**src/core/rtcps_pkg.sv**
```systemverilog
// constants, types and helpers for the rtc control and prescaler block
// assumes one core clock; oscillator and pin levels arrive synchronous
// Function
// - control bit 7 selects test mode
// - stop bit clears divider above the two low stages, which keep running
// - soft reset bit reads as zero
// - enable bit passes correction interrupt pulses
// - control bit 1 selects 12/24 hours
// - control bit 0 selects load capacitance
// - test mode turns clock pin input
// - test clock divided by 64 to 1 Hz
// - stop clears test prescaler, holds it
// - first tick edge 32, then every 64
// - test entry leaves prescaler state undefined
// - stop clears upper stages, no ticks
// - stop gates clock outputs below 8 kHz
// - stopped counters load, do not advance
// - stage zero at 32 kHz, top rise ticks
// - two low stages survive stop
// - soft reset loads all reset values
package rtcps_pkg;
   // register word indexes; byte address is four times the index
   localparam logic [7:0] RTCPS_IDX_CTRL = 8'h00;
   localparam logic [7:0] RTCPS_IDX_RELOAD = 8'h10;
   localparam logic [7:0] RTCPS_IDX_CFG = 8'h11;
   localparam logic [7:0] RTCPS_IDX_CLKSEL = 8'h12;
   localparam logic [7:0] RTCPS_IDX_SECONDS = 8'h13;
   localparam logic [7:0] RTCPS_IDX_PRESC = 8'h14;
   localparam logic [7:0] RTCPS_IDX_NONE = 8'hFF;
   // primary control fields
   localparam int RTCPS_BIT_TEST = 7;
   localparam int RTCPS_BIT_STOP = 5;
   localparam int RTCPS_BIT_SR = 4;
   localparam int RTCPS_BIT_CIE = 2;
   localparam int RTCPS_BIT_1224 = 1;
   localparam int RTCPS_BIT_CAP = 0;
   localparam logic [7:0] RTCPS_CTRL_MASK = 8'hA7;
   localparam logic [7:0] RTCPS_CFG_MASK = 8'h1F;
   localparam logic [7:0] RTCPS_SOFT_RESET_CMD = 8'h58;
   localparam logic [7:0] RTCPS_REG_RESET = 8'h00;
   // prescaler shape
   localparam int RTCPS_PRESC_W = 15;
   localparam int RTCPS_TEST_W = 6;
   localparam logic [14:0] RTCPS_STOP_KEEP = 15'h0003;
   localparam logic [14:0] RTCPS_PRESC_ONE = 15'h0001;
   localparam logic [5:0] RTCPS_TEST_ONE = 6'h01;
   localparam logic [31:0] RTCPS_SEC_ONE = 32'h0000_0001;
   // clock output selections
   localparam logic [2:0] RTCPS_CLKSEL_RESET = 3'h0;
   localparam logic [2:0] RTCPS_CLKSEL_GATED = 3'h3;
   localparam logic [2:0] RTCPS_CLKSEL_1HZ = 3'h6;
   // ahb-lite encodings
   localparam int RTCPS_HTRANS_ACTIVE = 1;
   localparam int RTCPS_IDX_LSB = 2;
   localparam int RTCPS_IDX_MSB = 9;

   // pending data phase of an accepted transfer
   typedef struct packed {
      logic valid;
      logic write;
      logic [7:0] idx;
   } rtcps_dphase_type;

   // byte address to word index, out-of-range maps to none
   function automatic logic [7:0] rtcps_widx(input logic [31:0] a);
      rtcps_widx = (a[31:RTCPS_IDX_MSB+1] == '0) ?
         a[RTCPS_IDX_MSB:RTCPS_IDX_LSB] : RTCPS_IDX_NONE;
   endfunction

   // rising edge between two samples
   function automatic logic rtcps_rise(input logic prev, input logic cur);
      rtcps_rise = cur & ~prev;
   endfunction
endpackage

```
**src/core/rtcps_core.sv**
```systemverilog
// rtc primary control register, prescaler, test clock and ahb-lite slave
// assumes a single ahb-lite master whose hready is this hreadyout
//
// Our own choice: the AHB-Lite register port.
`timescale 1ns/10ps
`default_nettype none
module rtcps_core (
   // clock, reset, enable
   input wire logic core_clk,
   input wire logic rst_n,
   input wire logic clk_en,
   // ahb-lite slave
   input wire logic hsel,
   input wire logic [31:0] haddr,
   input wire logic [1:0] htrans,
   input wire logic hwrite,
   input wire logic [2:0] hsize,
   input wire logic hready,
   input wire logic [31:0] hwdata,
   output logic [31:0] hrdata,
   output logic hreadyout,
   output logic hresp,
   // oscillator and clock pin
   input wire logic osc_in,
   input wire logic clock_output_pin_i,
   output logic clock_output_pin_o,
   output logic clock_output_pin_oe,
   // correction events
   input wire logic correction_cycle_pulse,
   output logic correction_irq_pulse,
   // configuration and time outputs
   output logic hour_mode_12,
   output logic load_capacitance_choice,
   output logic [1:0] countdown_source_freq,
   output logic countdown_run_enable,
   output logic countdown_irq_enable,
   output logic countdown_irq_pulse_sel,
   output logic second_tick,
   output logic [31:0] seconds_count
);
   import rtcps_pkg::*;

   ////////////////////////////////////////////////////////////////////////
   // bus state
   rtcps_dphase_type dph_ff, nxt_dph;
   logic rd_wait_ff, nxt_rd_wait;
   logic [31:0] hrdata_ff, nxt_hrdata;
   logic accept, wr_now, soft_rst;
   logic [7:0] wbyte;

   // register state
   logic [7:0] ctrl_ff, nxt_ctrl;
   logic [7:0] reload_ff, nxt_reload;
   logic [7:0] cfg_ff, nxt_cfg;
   logic [2:0] clksel_ff, nxt_clksel;
   logic [31:0] sec_ff, nxt_sec;

   // prescaler state
   logic [14:0] presc_ff, nxt_presc;
   logic [5:0] tdiv_ff, nxt_tdiv;
   logic osc_prev_ff, nxt_osc_prev;
   logic pin_prev_ff, nxt_pin_prev;
   logic tick_ff, nxt_tick;
   logic clock_output_pin_ff, nxt_clock_output_pin;
   logic corr_ff, nxt_corr;
   logic test_mode, stop_on, tick_now, src_edge, freq_bit;

   ////////////////////////////////////////////////////////////////////////
   // ahb-lite decode; reads take one wait state so a write just
   // ahead of them is always seen
   assign accept = hsel & htrans[RTCPS_HTRANS_ACTIVE] & hready;
   assign wr_now = dph_ff.valid & dph_ff.write;
   assign wbyte = hwdata[7:0];
   assign soft_rst = wr_now & (dph_ff.idx == RTCPS_IDX_CTRL) &
      (wbyte == RTCPS_SOFT_RESET_CMD);
   assign hreadyout = ~(dph_ff.valid & ~dph_ff.write & ~rd_wait_ff);
   assign hresp = 1'b0;
   assign hrdata = hrdata_ff;

   // read mux; unmapped words read zero
   always_comb begin
      nxt_dph = dph_ff;
      nxt_rd_wait = 1'b0;
      nxt_hrdata = hrdata_ff;
      if (dph_ff.valid & ~dph_ff.write & ~rd_wait_ff) begin
         nxt_rd_wait = 1'b1;
         case (dph_ff.idx)
            RTCPS_IDX_CTRL: nxt_hrdata = {24'h0000_00, ctrl_ff};
            RTCPS_IDX_RELOAD: nxt_hrdata = {24'h0000_00, reload_ff};
            RTCPS_IDX_CFG: nxt_hrdata = {24'h0000_00, cfg_ff};
            RTCPS_IDX_CLKSEL: nxt_hrdata = {29'h0000_0000, clksel_ff};
            RTCPS_IDX_SECONDS: nxt_hrdata = sec_ff;
            RTCPS_IDX_PRESC: nxt_hrdata = {11'h000, tdiv_ff, presc_ff};
            default: nxt_hrdata = 32'h0000_0000;
         endcase
      end
      if (hready) begin
         nxt_dph.valid = accept;
         nxt_dph.write = hwrite;
         nxt_dph.idx = rtcps_widx(haddr);
      end
   end

   always_ff @(posedge core_clk) begin
      if (!rst_n) begin
         dph_ff <= '0;
         rd_wait_ff <= 1'b0;
         hrdata_ff <= 32'h0000_0000;
      end else if (clk_en) begin
         dph_ff <= nxt_dph;
         rd_wait_ff <= nxt_rd_wait;
         hrdata_ff <= nxt_hrdata;
      end
   end

   ////////////////////////////////////////////////////////////////////////
   // registers; the soft reset command stores nothing and returns
   // every register to its reset value
   always_comb begin
      nxt_ctrl = ctrl_ff;
      nxt_reload = reload_ff;
      nxt_cfg = cfg_ff;
      nxt_clksel = clksel_ff;
      nxt_sec = sec_ff;
      if (tick_now) begin
         nxt_sec = sec_ff + RTCPS_SEC_ONE;
      end
      if (wr_now) begin
         case (dph_ff.idx)
            RTCPS_IDX_CTRL: nxt_ctrl = wbyte & RTCPS_CTRL_MASK;
            RTCPS_IDX_RELOAD: nxt_reload = wbyte;
            RTCPS_IDX_CFG: nxt_cfg = wbyte & RTCPS_CFG_MASK;
            RTCPS_IDX_CLKSEL: nxt_clksel = wbyte[2:0];
            RTCPS_IDX_SECONDS: nxt_sec = hwdata;
            default: nxt_ctrl = ctrl_ff;
         endcase
      end
      if (soft_rst) begin
         nxt_ctrl = RTCPS_REG_RESET;
         nxt_reload = RTCPS_REG_RESET;
         nxt_cfg = RTCPS_REG_RESET;
         nxt_clksel = RTCPS_CLKSEL_RESET;
         nxt_sec = 32'h0000_0000;
      end
   end

   always_ff @(posedge core_clk) begin
      if (!rst_n) begin
         ctrl_ff <= RTCPS_REG_RESET;
         reload_ff <= RTCPS_REG_RESET;
         cfg_ff <= RTCPS_REG_RESET;
         clksel_ff <= RTCPS_CLKSEL_RESET;
         sec_ff <= 32'h0000_0000;
      end else if (clk_en) begin
         ctrl_ff <= nxt_ctrl;
         reload_ff <= nxt_reload;
         cfg_ff <= nxt_cfg;
         clksel_ff <= nxt_clksel;
         sec_ff <= nxt_sec;
      end
   end

   // configuration fields straight from flops
   assign test_mode = ctrl_ff[RTCPS_BIT_TEST];
   assign stop_on = ctrl_ff[RTCPS_BIT_STOP];
   assign hour_mode_12 = ctrl_ff[RTCPS_BIT_1224];
   assign load_capacitance_choice = ctrl_ff[RTCPS_BIT_CAP];
   assign countdown_source_freq = cfg_ff[4:3];
   assign countdown_run_enable = cfg_ff[2];
   assign countdown_irq_enable = cfg_ff[1];
   assign countdown_irq_pulse_sel = cfg_ff[0];
   assign seconds_count = sec_ff;

   ////////////////////////////////////////////////////////////////////////
   // prescaler: the stop bit lives in this same clock domain, so it
   // hits every stage above the two low ones at one edge and no partial count can appear
   assign src_edge = test_mode ?
      rtcps_rise(pin_prev_ff, clock_output_pin_i) :
      rtcps_rise(osc_prev_ff, osc_in);
   assign tick_now = test_mode ?
      rtcps_rise(tdiv_ff[RTCPS_TEST_W-1], nxt_tdiv[RTCPS_TEST_W-1]) :
      rtcps_rise(presc_ff[RTCPS_PRESC_W-1],
         nxt_presc[RTCPS_PRESC_W-1]);

   always_comb begin
      nxt_osc_prev = osc_in;
      nxt_pin_prev = clock_output_pin_i;
      nxt_presc = presc_ff;
      nxt_tdiv = tdiv_ff;
      // normal chain: low two stages keep running through stop
      if (stop_on) begin
         nxt_presc = presc_ff & RTCPS_STOP_KEEP;
         if (src_edge & ~test_mode) begin
            nxt_presc = (presc_ff + RTCPS_PRESC_ONE) &
               RTCPS_STOP_KEEP;
         end
      end else if (src_edge & ~test_mode) begin
         nxt_presc = presc_ff + RTCPS_PRESC_ONE;
      end
      // test chain is not cleared on entry, only by stop or soft reset
      if (stop_on) begin
         nxt_tdiv = 6'h00;
      end else if (src_edge & test_mode) begin
         nxt_tdiv = tdiv_ff + RTCPS_TEST_ONE;
      end
      if (soft_rst) begin
         nxt_presc = 15'h0000;
         nxt_tdiv = 6'h00;
      end
   end

   always_ff @(posedge core_clk) begin
      if (!rst_n) begin
         presc_ff <= 15'h0000;
         tdiv_ff <= 6'h00;
         osc_prev_ff <= 1'b0;
         pin_prev_ff <= 1'b0;
      end else if (clk_en) begin
         presc_ff <= nxt_presc;
         tdiv_ff <= nxt_tdiv;
         osc_prev_ff <= nxt_osc_prev;
         pin_prev_ff <= nxt_pin_prev;
      end
   end

   ////////////////////////////////////////////////////////////////////////
   // clock output source; slow rates are gated while stopped because
   // their stages are held at zero anyway
   always_comb begin
      case (clksel_ff)
         3'h0: freq_bit = osc_prev_ff;
         3'h1: freq_bit = presc_ff[0];
         3'h2: freq_bit = presc_ff[1];
         3'h3: freq_bit = presc_ff[2];
         3'h4: freq_bit = presc_ff[3];
         3'h5: freq_bit = presc_ff[4];
         RTCPS_CLKSEL_1HZ: freq_bit = presc_ff[RTCPS_PRESC_W-1];
         default: freq_bit = 1'b0;
      endcase
   end

   // output events and pin drive
   always_comb begin
      nxt_clock_output_pin = freq_bit;
      if (stop_on & (clksel_ff >= RTCPS_CLKSEL_GATED)) begin
         nxt_clock_output_pin = 1'b0;
      end
      nxt_tick = tick_now & ~stop_on;
      nxt_corr = correction_cycle_pulse & ctrl_ff[RTCPS_BIT_CIE];
   end

   always_ff @(posedge core_clk) begin
      if (!rst_n) begin
         clock_output_pin_ff <= 1'b0;
         tick_ff <= 1'b0;
         corr_ff <= 1'b0;
      end else if (clk_en) begin
         clock_output_pin_ff <= nxt_clock_output_pin;
         tick_ff <= nxt_tick;
         corr_ff <= nxt_corr;
      end
   end

   assign clock_output_pin_o = clock_output_pin_ff;
   assign clock_output_pin_oe = ~test_mode;
   assign second_tick = tick_ff;
   assign correction_irq_pulse = corr_ff;
endmodule
`default_nettype wire

```
**config.mk**
```make
export PLATFORM = sky130hd
export DESIGN_NAME = rtcps_core
export DESIGN_NICKNAME = d
export VERILOG_FILES = /design/src/core/rtcps_pkg.sv /design/src/core/rtcps_core.sv
export SDC_FILE = /design/constraint.sdc
export NUM_CORES = 1
export LEC_CHECK = 0
export ABC_AREA = 1
export BUFFER_PORTS_ARGS = -buffer_cell sky130_fd_sc_hd__buf_2
export CELL_PAD_IN_SITES_DETAIL_PLACEMENT = 1
export CELL_PAD_IN_SITES_GLOBAL_PLACEMENT = 2
export CORE_MARGIN = 10
export CORE_UTILIZATION = 29
export CTS_CLUSTER_SIZE = 40
export DETAILED_ROUTE_END_ITERATION = 10
export GPL_TIMING_DRIVEN = 0
export PLACE_DENSITY = 0.91
export SYNTH_ARGS = -nofsm -noshare
export SYNTH_HDL_FRONTEND = slang
export SYNTH_SLANG_ARGS = --single-unit
```
**constraint.sdc**
```tcl
create_clock -name core_clk -period 2.4 [get_ports core_clk]
set_clock_uncertainty 0.2 [all_clocks]
set_input_delay 0.48 -clock core_clk [delete_from_list [all_inputs] [get_ports core_clk]]
set_output_delay 0.48 -clock core_clk [all_outputs]
set_load 0.01 [all_outputs]
```
==> summary.md, run 1 <==
| Metric | Value |
|---|---|
| Setup TNS Final | `0 ps` |
| Adder-Cell Fraction of Synth Area | `0.536%` |
| DRC viols | `0` |
| Final setup viols | `0` |
| Clock sink count | `122` |
| Post-synthesis compound-gate area fraction | `15.3%` |
| Most common cell after layout, fill and taps aside | `nand2_1` |
| Tcrit/Tclk final | `96.1%` |
| Initial Util | `29.6%` |
| Die Y-Extent | `175 um` |
| ANT cells | `0` |
| Fin util | `37.9%` |
| Crit start category | `flip-flop` |
| Max layer used | `met4` |
| Critical Path Sink Type | `flip-flop` |
| HPWL after DPL | `24.0 mm` |
| Largest family of logic cells by synthesized area | `simple AND/OR/NAND/NOR gates` |
| Post-synthesis sequential area ratio | `34.9%` |
| Leakage | `3.73 nW` |
| Pre-antenna DRT Iters | `7` |
| Initial antenna violation count | `0` |
| M1 wire length | `14.0 mm` |
| Data arrival time of the critical path | `2460 ps` |
| Synth-to-Final Area Change | `27.8%` |
| Max-cap violations | `0` |
| Final Hold Viols | `0` |
| Synth async-reset ratio | `0%` |
| Core Box Area | `23600 um^2` |
| Commonest cells after routing, fill and taps aside | `nand2_1 (352), buf_2 (152), nor2_1 (145)` |
| Via-to-Cell Ratio | `5.02` |
| Final WL | `30.7 mm` |
| Post-route minimum period | `2310 ps` |
| Width of the die | `175 um` |
| Maximum vdd drop | `258 uV` |
| Routed wire per std cell | `18.8 um` |
| Dpl cells | `1592` |
| Gate Count Post-Synth | `1126` |
| Synthesis Warnings | `0` |
| Cell area after layout | `8940 um^2` |
| Layout Cells excl Fill | `1632` |
| Highest Clock Rate | `434 MHz` |
| Worst Path Max Fanout | `10` |
| Dominant synthesized flop cell | `dfxtp_1` |
| Gp weighted congestion | `0.967` |
| First-pass GRT wire length | `47.2 mm` |
| Worst skew pair latency | `430 ps` |
| Sequential cell area | `2460 um^2` |
| Mux share of post-synthesis cell area | `0%` |
| Synthesized area | `7000 um^2` |
| Row count | `56` |
| Die area | `30700 um^2` |
| GRT overflow | `0` |
| CTS tree | `yes` |
| Vias after detailed routing | `8194` |
| Register bit total from synthesis | `122` |
| CTS buffer count | `17` |
| Post-CTS Hold Buffers | `0` |
| CP Data Required Time | `2560 ps` |
| Initial DRC Count | `470` |
| Final net count | `1381` |
| Met3 WL post-DR | `1.29 mm` |
| Routed Antenna Nets | `0` |
| Post-synth EDFFs | `0` |
| DR WL met2 | `14.7 mm` |
| Pwr/cell area | `572 nW/um^2` |
| Slew headroom | `47.1%` |
| FILL cells | `3157` |
| Post-synthesis simple-gate area fraction | `39.4%` |
| Port Buffers | `147` |
| Gr usage total | `19.4%` |
| Io pins | `155` |
| CP Class | `reg2reg` |
| Layout cells sized above 1 | `19.6%` |
| # H-tree levels | `4` |
| Syn_area_per_cell | `6.21 um^2` |
| Run status | `finished, final reports clean` |
| Largest net degree at the start of global routing | `17` |
| Syn Nets | `1207` |
| Clk slew on worst S/H paths | `60 ps` |
| Unique masters post-synth | `45` |
| Area of the multi-input gates | `4080 um^2` |
| Post-DP Area | `8130 um^2` |
| Tightest Hold Check Type | `in2reg` |
| Root buffer cell | `clkbuf_16` |
| Post-Synth XOR/XNOR Area | `1.63%` |
| Actual slew at the worst max-slew pin | `788 ps` |
| Via count of the first global-routing pass | `8344` |
| CTS max path bufs | `2` |
| Final Max Slew Viols | `0` |
worst max-delay path, stage by stage, from the launching register on:
cell and delay [ps]:
dfxtp_4 370, ha_2 180, nand2_2 80, nor2_4 130, nand2_1 80, nor3_2 250
nand3_2 140, nand2_4 180, nand2_8 90, buf_6 160, nand2_1 60, nand2_1 80
nand2_1 70, nand2_1 70, a21oi_2 120
synthesized netlist by cell type (2+ instances only):
cell / number / area, um^2
o221ai_1: 2 / 17.5
ha_1: 3 / 37.5
nor4_1: 5 / 31.3
buf_6: 3 / 33.8
inv_1: 87 / 327
buf_1: 2 / 7.51
buf_2: 7 / 35.0
a21oi_2: 3 / 26.3
dfxtp_1: 122 / 2440
nand2_4: 3 / 33.8
o21ai_1: 2 / 10.0
nand3_1: 82 / 410
nor3_1: 19 / 95.1
a31oi_1: 2 / 12.5
clkbuf_1: 30 / 113
nor2_1: 151 / 567
o22ai_1: 17 / 106
nand2_1: 354 / 1330
nand3_2: 2 / 20.0
nand2_2: 3 / 18.8
nor2_2: 6 / 37.5
buf_4: 4 / 30.0
xor2_1: 12 / 105
a21oi_1: 106 / 531
o21ai_0: 45 / 225
nand3b_1: 2 / 15.0
nand4_1: 15 / 93.8
a22o_1: 2 / 17.5
inv_2: 7 / 26.3
a211oi_1: 13 / 97.6
cells by family (layout without fill, tap and decap cells):
group	after synthesis	count (layout)
xor+xnor	13	13
simple gates	651	651
other cells	1	1
fa+ha+maj	3	3
flops	122	122
compound gates	195	195
buf+inv	141	328
power by group:
part,internal (mW),switching (mW)
sequential,2.04,0.0187
clock,1.65,1.08
combinational,0.104,0.219
final timing paths:
path	slack [ps]	cells after the start	end	from
worst max-delay path	90	14	seconds_count[24]$_SDFFE_PN0P_	presc_ff[1]$_SDFFE_PN0P_
worst min-delay path	110	3	correction_irq_pulse$_SDFFE_PN0P_	correction_cycle_pulse
worst max register to register	90	14	seconds_count[24]$_SDFFE_PN0P_	presc_ff[1]$_SDFFE_PN0P_
worst min register to register	260	2	hrdata[22]$_SDFFE_PN0P_	hrdata[22]$_SDFFE_PN0P_
cell type report:
type | count | share of cell area [%]
multi-input cells | 863 | 45.6
repair buffers | 155 | 8.90
clock buffers | 17 | 4.76
flip-flops and latches | 122 | 27.5
inverters | 95 | 3.99
well taps | 319 | 4.46
clock inverters | 15 | 2.16
plain buffers | 46 | 2.63
flip-flops by register name, indices dropped and copies added, names as in the netlist, 3 cells and up:
| register | count |
|---|---|
| ctrl_ff | 5 |
| tdiv_ff | 6 |
| seconds_count | 32 |
| hrdata | 32 |
| presc_ff | 15 |
| clksel_ff | 3 |
| reload_ff | 8 |
| cfg_ff | 5 |
| dph_ff | 10 |
metrics by stage:
step / hold WS (ps) / setup WS (ps) / total power [mW]
after floorplan: 238 / 328 / 2.27
after global placement: 252 / -399 / 2.42
after detailed placement: 255 / -430 / 2.42
after CTS: 105 / 10.8 / 5.13
after global routing: 119 / -43.6 / 5.27
final: 108 / 94.2 / 5.11
layer usage:
layer | track usage, % | up-vias
met5 | 0 | -
met1 | 24.5 | 3961
met3 | 3.71 | 41
met4 | 6.00 | 0
met2 | 32.9 | 178
li1 | - | 4014
repair_timing:
action                     in CTS  in global routing
buffers inserted                0                  8
setup endpoints to repair      28                 44
pin swaps                       0                  5
gates resized for setup        15                 28
(Power assumes the default switching activity.)
==> run 2, diff against run 1 <==
- SETUP_SLACK_MARGIN: unset -> 0.2
==> summary.md, run 2 (same netlist as run 1, synthesis figures left out) <==
| Metric | Value |
|---|---|
| Run status | `finished, final reports clean` |
| HPWL after DPL | `24.0 mm (unchanged)` |
| Synth-to-Final Area Change | `34.0%` |
| Worst skew pair latency | `430 ps (about the same)` |
| Via count of the first global-routing pass | `8469 (+1.5%)` |
| Commonest cells after routing, fill and taps aside | `nand2_1 (344), buf_2 (150), nor2_1 (138)` |
| Highest cell delay on the worst timing path | `360 ps (about the same)` |
| CP Class | `reg2reg` |
| Gr usage total | `19.7% (+0.22 points)` |
| Data arrival time of the critical path | `2340 ps (-120 ps)` |
| Routed Antenna Nets | `0 (unchanged)` |
| Layout cells sized above 1 | `24.3% (+4.7 points)` |
| Leakage | `3.89 nW (+4.3%)` |
| Width of the die | `175 um (unchanged)` |
| Final net count | `1400 (+1.4%)` |
| Gp weighted congestion | `0.967 (unchanged)` |
| Setup TNS Final | `0 ps (unchanged)` |
| Final Hold Viols | `0 (unchanged)` |
| Flop-to-flop setup slack | `220 ps (+130 ps)` |
| Die area | `30700 um^2 (unchanged)` |
| Hold path start | `correction_cycle_pulse` |
| Tcrit/Tclk final | `90.9% (-5.2 points)` |
| Via-to-Cell Ratio | `5.03 (+0.14%)` |
| Crit path launch | `presc_ff[1]$_SDFFE_PN0P_` |
| Met3 WL post-DR | `1.44 mm (+12%)` |
| Pre-antenna DRT Iters | `5 (-2)` |
| Critical Path Sink Type | `flip-flop` |
| Slew headroom | `48.6% (+1.5 points)` |
| Highest Clock Rate | `459 MHz (+5.7%)` |
| Largest net degree at the start of global routing | `17 (unchanged)` |
| CP Cell Sequence | `ha_4 -> nand2_4 -> nor2_4 -> nand2_2 -> nor3_4 -> nand3_2 -> nand2_4 -> nand2_8 -> buf_4 -> nand2_1 -> nand2_1 -> nand2_1 -> nand2_1 -> a21oi_1` |
| M1 wire length | `14.1 mm (+0.21%)` |
| Pwr/cell area | `549 nW/um^2 (-4.0%)` |
| RSZ-0062 raised after global routing | `true` |
| Die Y-Extent | `175 um (unchanged)` |
| Routed wire per std cell | `19.1 um (+1.5%)` |
| CTS tree | `yes` |
| CTS max path bufs | `2 (unchanged)` |
| Worst path most repeated cell | `nand2_1` |
| R2R Path End | `seconds_count[9]$_SDFFE_PN0P_` |
| Final setup viols | `0 (unchanged)` |
| Worst Path Max Fanout | `6 (-4)` |
| Worst Hold Slack | `110 ps (+1.70 ps)` |
| Initial Util | `29.6% (unchanged)` |
| Initial DRC Count | `525 (+12%)` |
| Worst r2r src | `presc_ff[1]$_SDFFE_PN0P_` |
| CTS buffer count | `17 (unchanged)` |
| DR WL met2 | `15.4 mm (+4.9%)` |
| DRC viols | `0 (unchanged)` |
| Initial antenna violation count | `0 (unchanged)` |
| # H-tree levels | `4 (unchanged)` |
| CP delay by family, top | `simple AND/OR/NAND/NOR gates` |
| WP buf/inv | `1 (unchanged)` |
| Clock sink count | `122 (unchanged)` |
| Vias after detailed routing | `8301 (+1.3%)` |
| Clk slew on worst S/H paths | `60 ps (about the same)` |
| Final Max Slew Viols | `0 (unchanged)` |
| Crit start category | `flip-flop` |
| R2R cell count | `14 (unchanged)` |
| Slowest-stage cell, CP | `dfxtp_4` |
| Hold path depth | `3 (unchanged)` |
| Maximum vdd drop | `260 uV (+0.71%)` |
| Row count | `56 (unchanged)` |
| Core Box Area | `23600 um^2 (unchanged)` |
| Max-cap violations | `0 (unchanged)` |
| Actual slew at the worst max-slew pin | `765 ps (-22.8 ps)` |
| Port Buffers | `147 (unchanged)` |
| CP Data Required Time | `2560 ps (about the same)` |
| Hold EP | `correction_irq_pulse$_SDFFE_PN0P_` |
| ANT cells | `0 (unchanged)` |
| First-pass GRT wire length | `47.7 mm (+1.1%)` |
| Post-CTS Hold Buffers | `0 (unchanged)` |
| Io pins | `155 (unchanged)` |
| Post-route minimum period | `2180 ps (-125 ps)` |
| Tightest Hold Check Type | `in2reg` |
| Max layer used | `met4` |
| Root buffer cell | `clkbuf_16` |
| Most common cell after layout, fill and taps aside | `nand2_1` |
| GRT overflow | `0 (unchanged)` |
| Final WL | `31.5 mm (+2.7%)` |
-- run 2: changes by cell type in the layout (fill, tap and decap cells not counted), moves of 3 or more --
| cell | change |
|---|---|
| nand3_2 | +4 |
| nand2_1 | -8 |
| nor2_1 | -7 |
| dfxtp_1 | -13 |
| dfxtp_2 | +12 |
| buf_4 | +18 |
| nor2_4 | +7 |
| nand3_1 | -5 |
| nand2_4 | +3 |
| clkbuf_1 | -4 |
| nand2_2 | +5 |
| a21oi_1 | -4 |
-- run 2: worst reg2reg max path: stages, from the launching register on --
cell and delay (ps):
dfxtp_4 360, ha_4 140, nand2_4 60, nor2_4 140, nand2_2 80, nor3_4 200, nand3_2 130, nand2_4 160
nand2_8 110, buf_4 170, nand2_1 70, nand2_1 60, nand2_1 60, nand2_1 50, a21oi_1 110
-- run 2: timing repair --
action | CTS | global route
buffers inserted | 9 | 16
gates resized for setup | 51 | 72
pin swaps | 7 | 16
endpoints found under the setup margin | 63 | 79
gates cloned | 1 | 1
-- run 2: area by class of cell --
| class | count | area [um^2] |
|---|---|---|
| Clock inverter | 15 | 193 |
| Sequential cell | 122 | 2470 |
| Multi-Input combinational cell | 863 | 4270 |
| Tap cell | 319 | 399 |
| Fill cell | 3117 | 14200 |
| Buffer | 46 | 268 |
| Timing Repair Buffer | 174 | 980 |
| Clock buffer | 17 | 425 |
| Inverter | 95 | 362 |
-- run 2: worst max-delay path by stage --
| stage | slack [ps] | end | cells past startpoint |
|---|---|---|---|
| finish | 220 | seconds_count[9]$_SDFFE_PN0P_ | 14 |
| global route | 80 | seconds_count[9]$_SDFFE_PN0P_ | 14 |
| CTS | 180 | tdiv_ff[4]$_SDFFE_PN0P_ | 8 |
| detailed placement | -430 | seconds_count[28]$_SDFFE_PN0P_ | 11 |
| global placement | -400 | seconds_count[26]$_SDFFE_PN0P_ | 11 |
| floorplan | 330 | seconds_count[14]$_SDFFE_PN0P_ | 11 |
-- run 2: metal layers --
metal	vias to the layer above	GRT usage, %
li1	4067	-
met3	37	3.54
met2	186	33.5
met1	4011	24.8
met4	0	5.65
met5	-	0
-- run 2: per-stage QoR --
stage	setup slack, ps	std cells	total power, mW	util [%]	instance area, um^2
final	220	1651	5.15	39.7	9370
after floorplan	328	1126	2.27	-	7000
after global routing	81.1	1651	5.30	39.7	9370
after detailed placement	-430	1592	2.42	34.4	8130
after global placement	-399	1592	2.42	34.4	8130
after CTS	182	1634	5.14	38.2	9010
-- run 2: power by group --
| group | internal [mW] | switching [mW] | total [mW] |
|---|---|---|---|
| combinational | 0.118 | 0.232 | 0.350 |
| clock | 1.65 | 1.08 | 2.73 |
| sequential | 2.04 | 0.0200 | 2.06 |
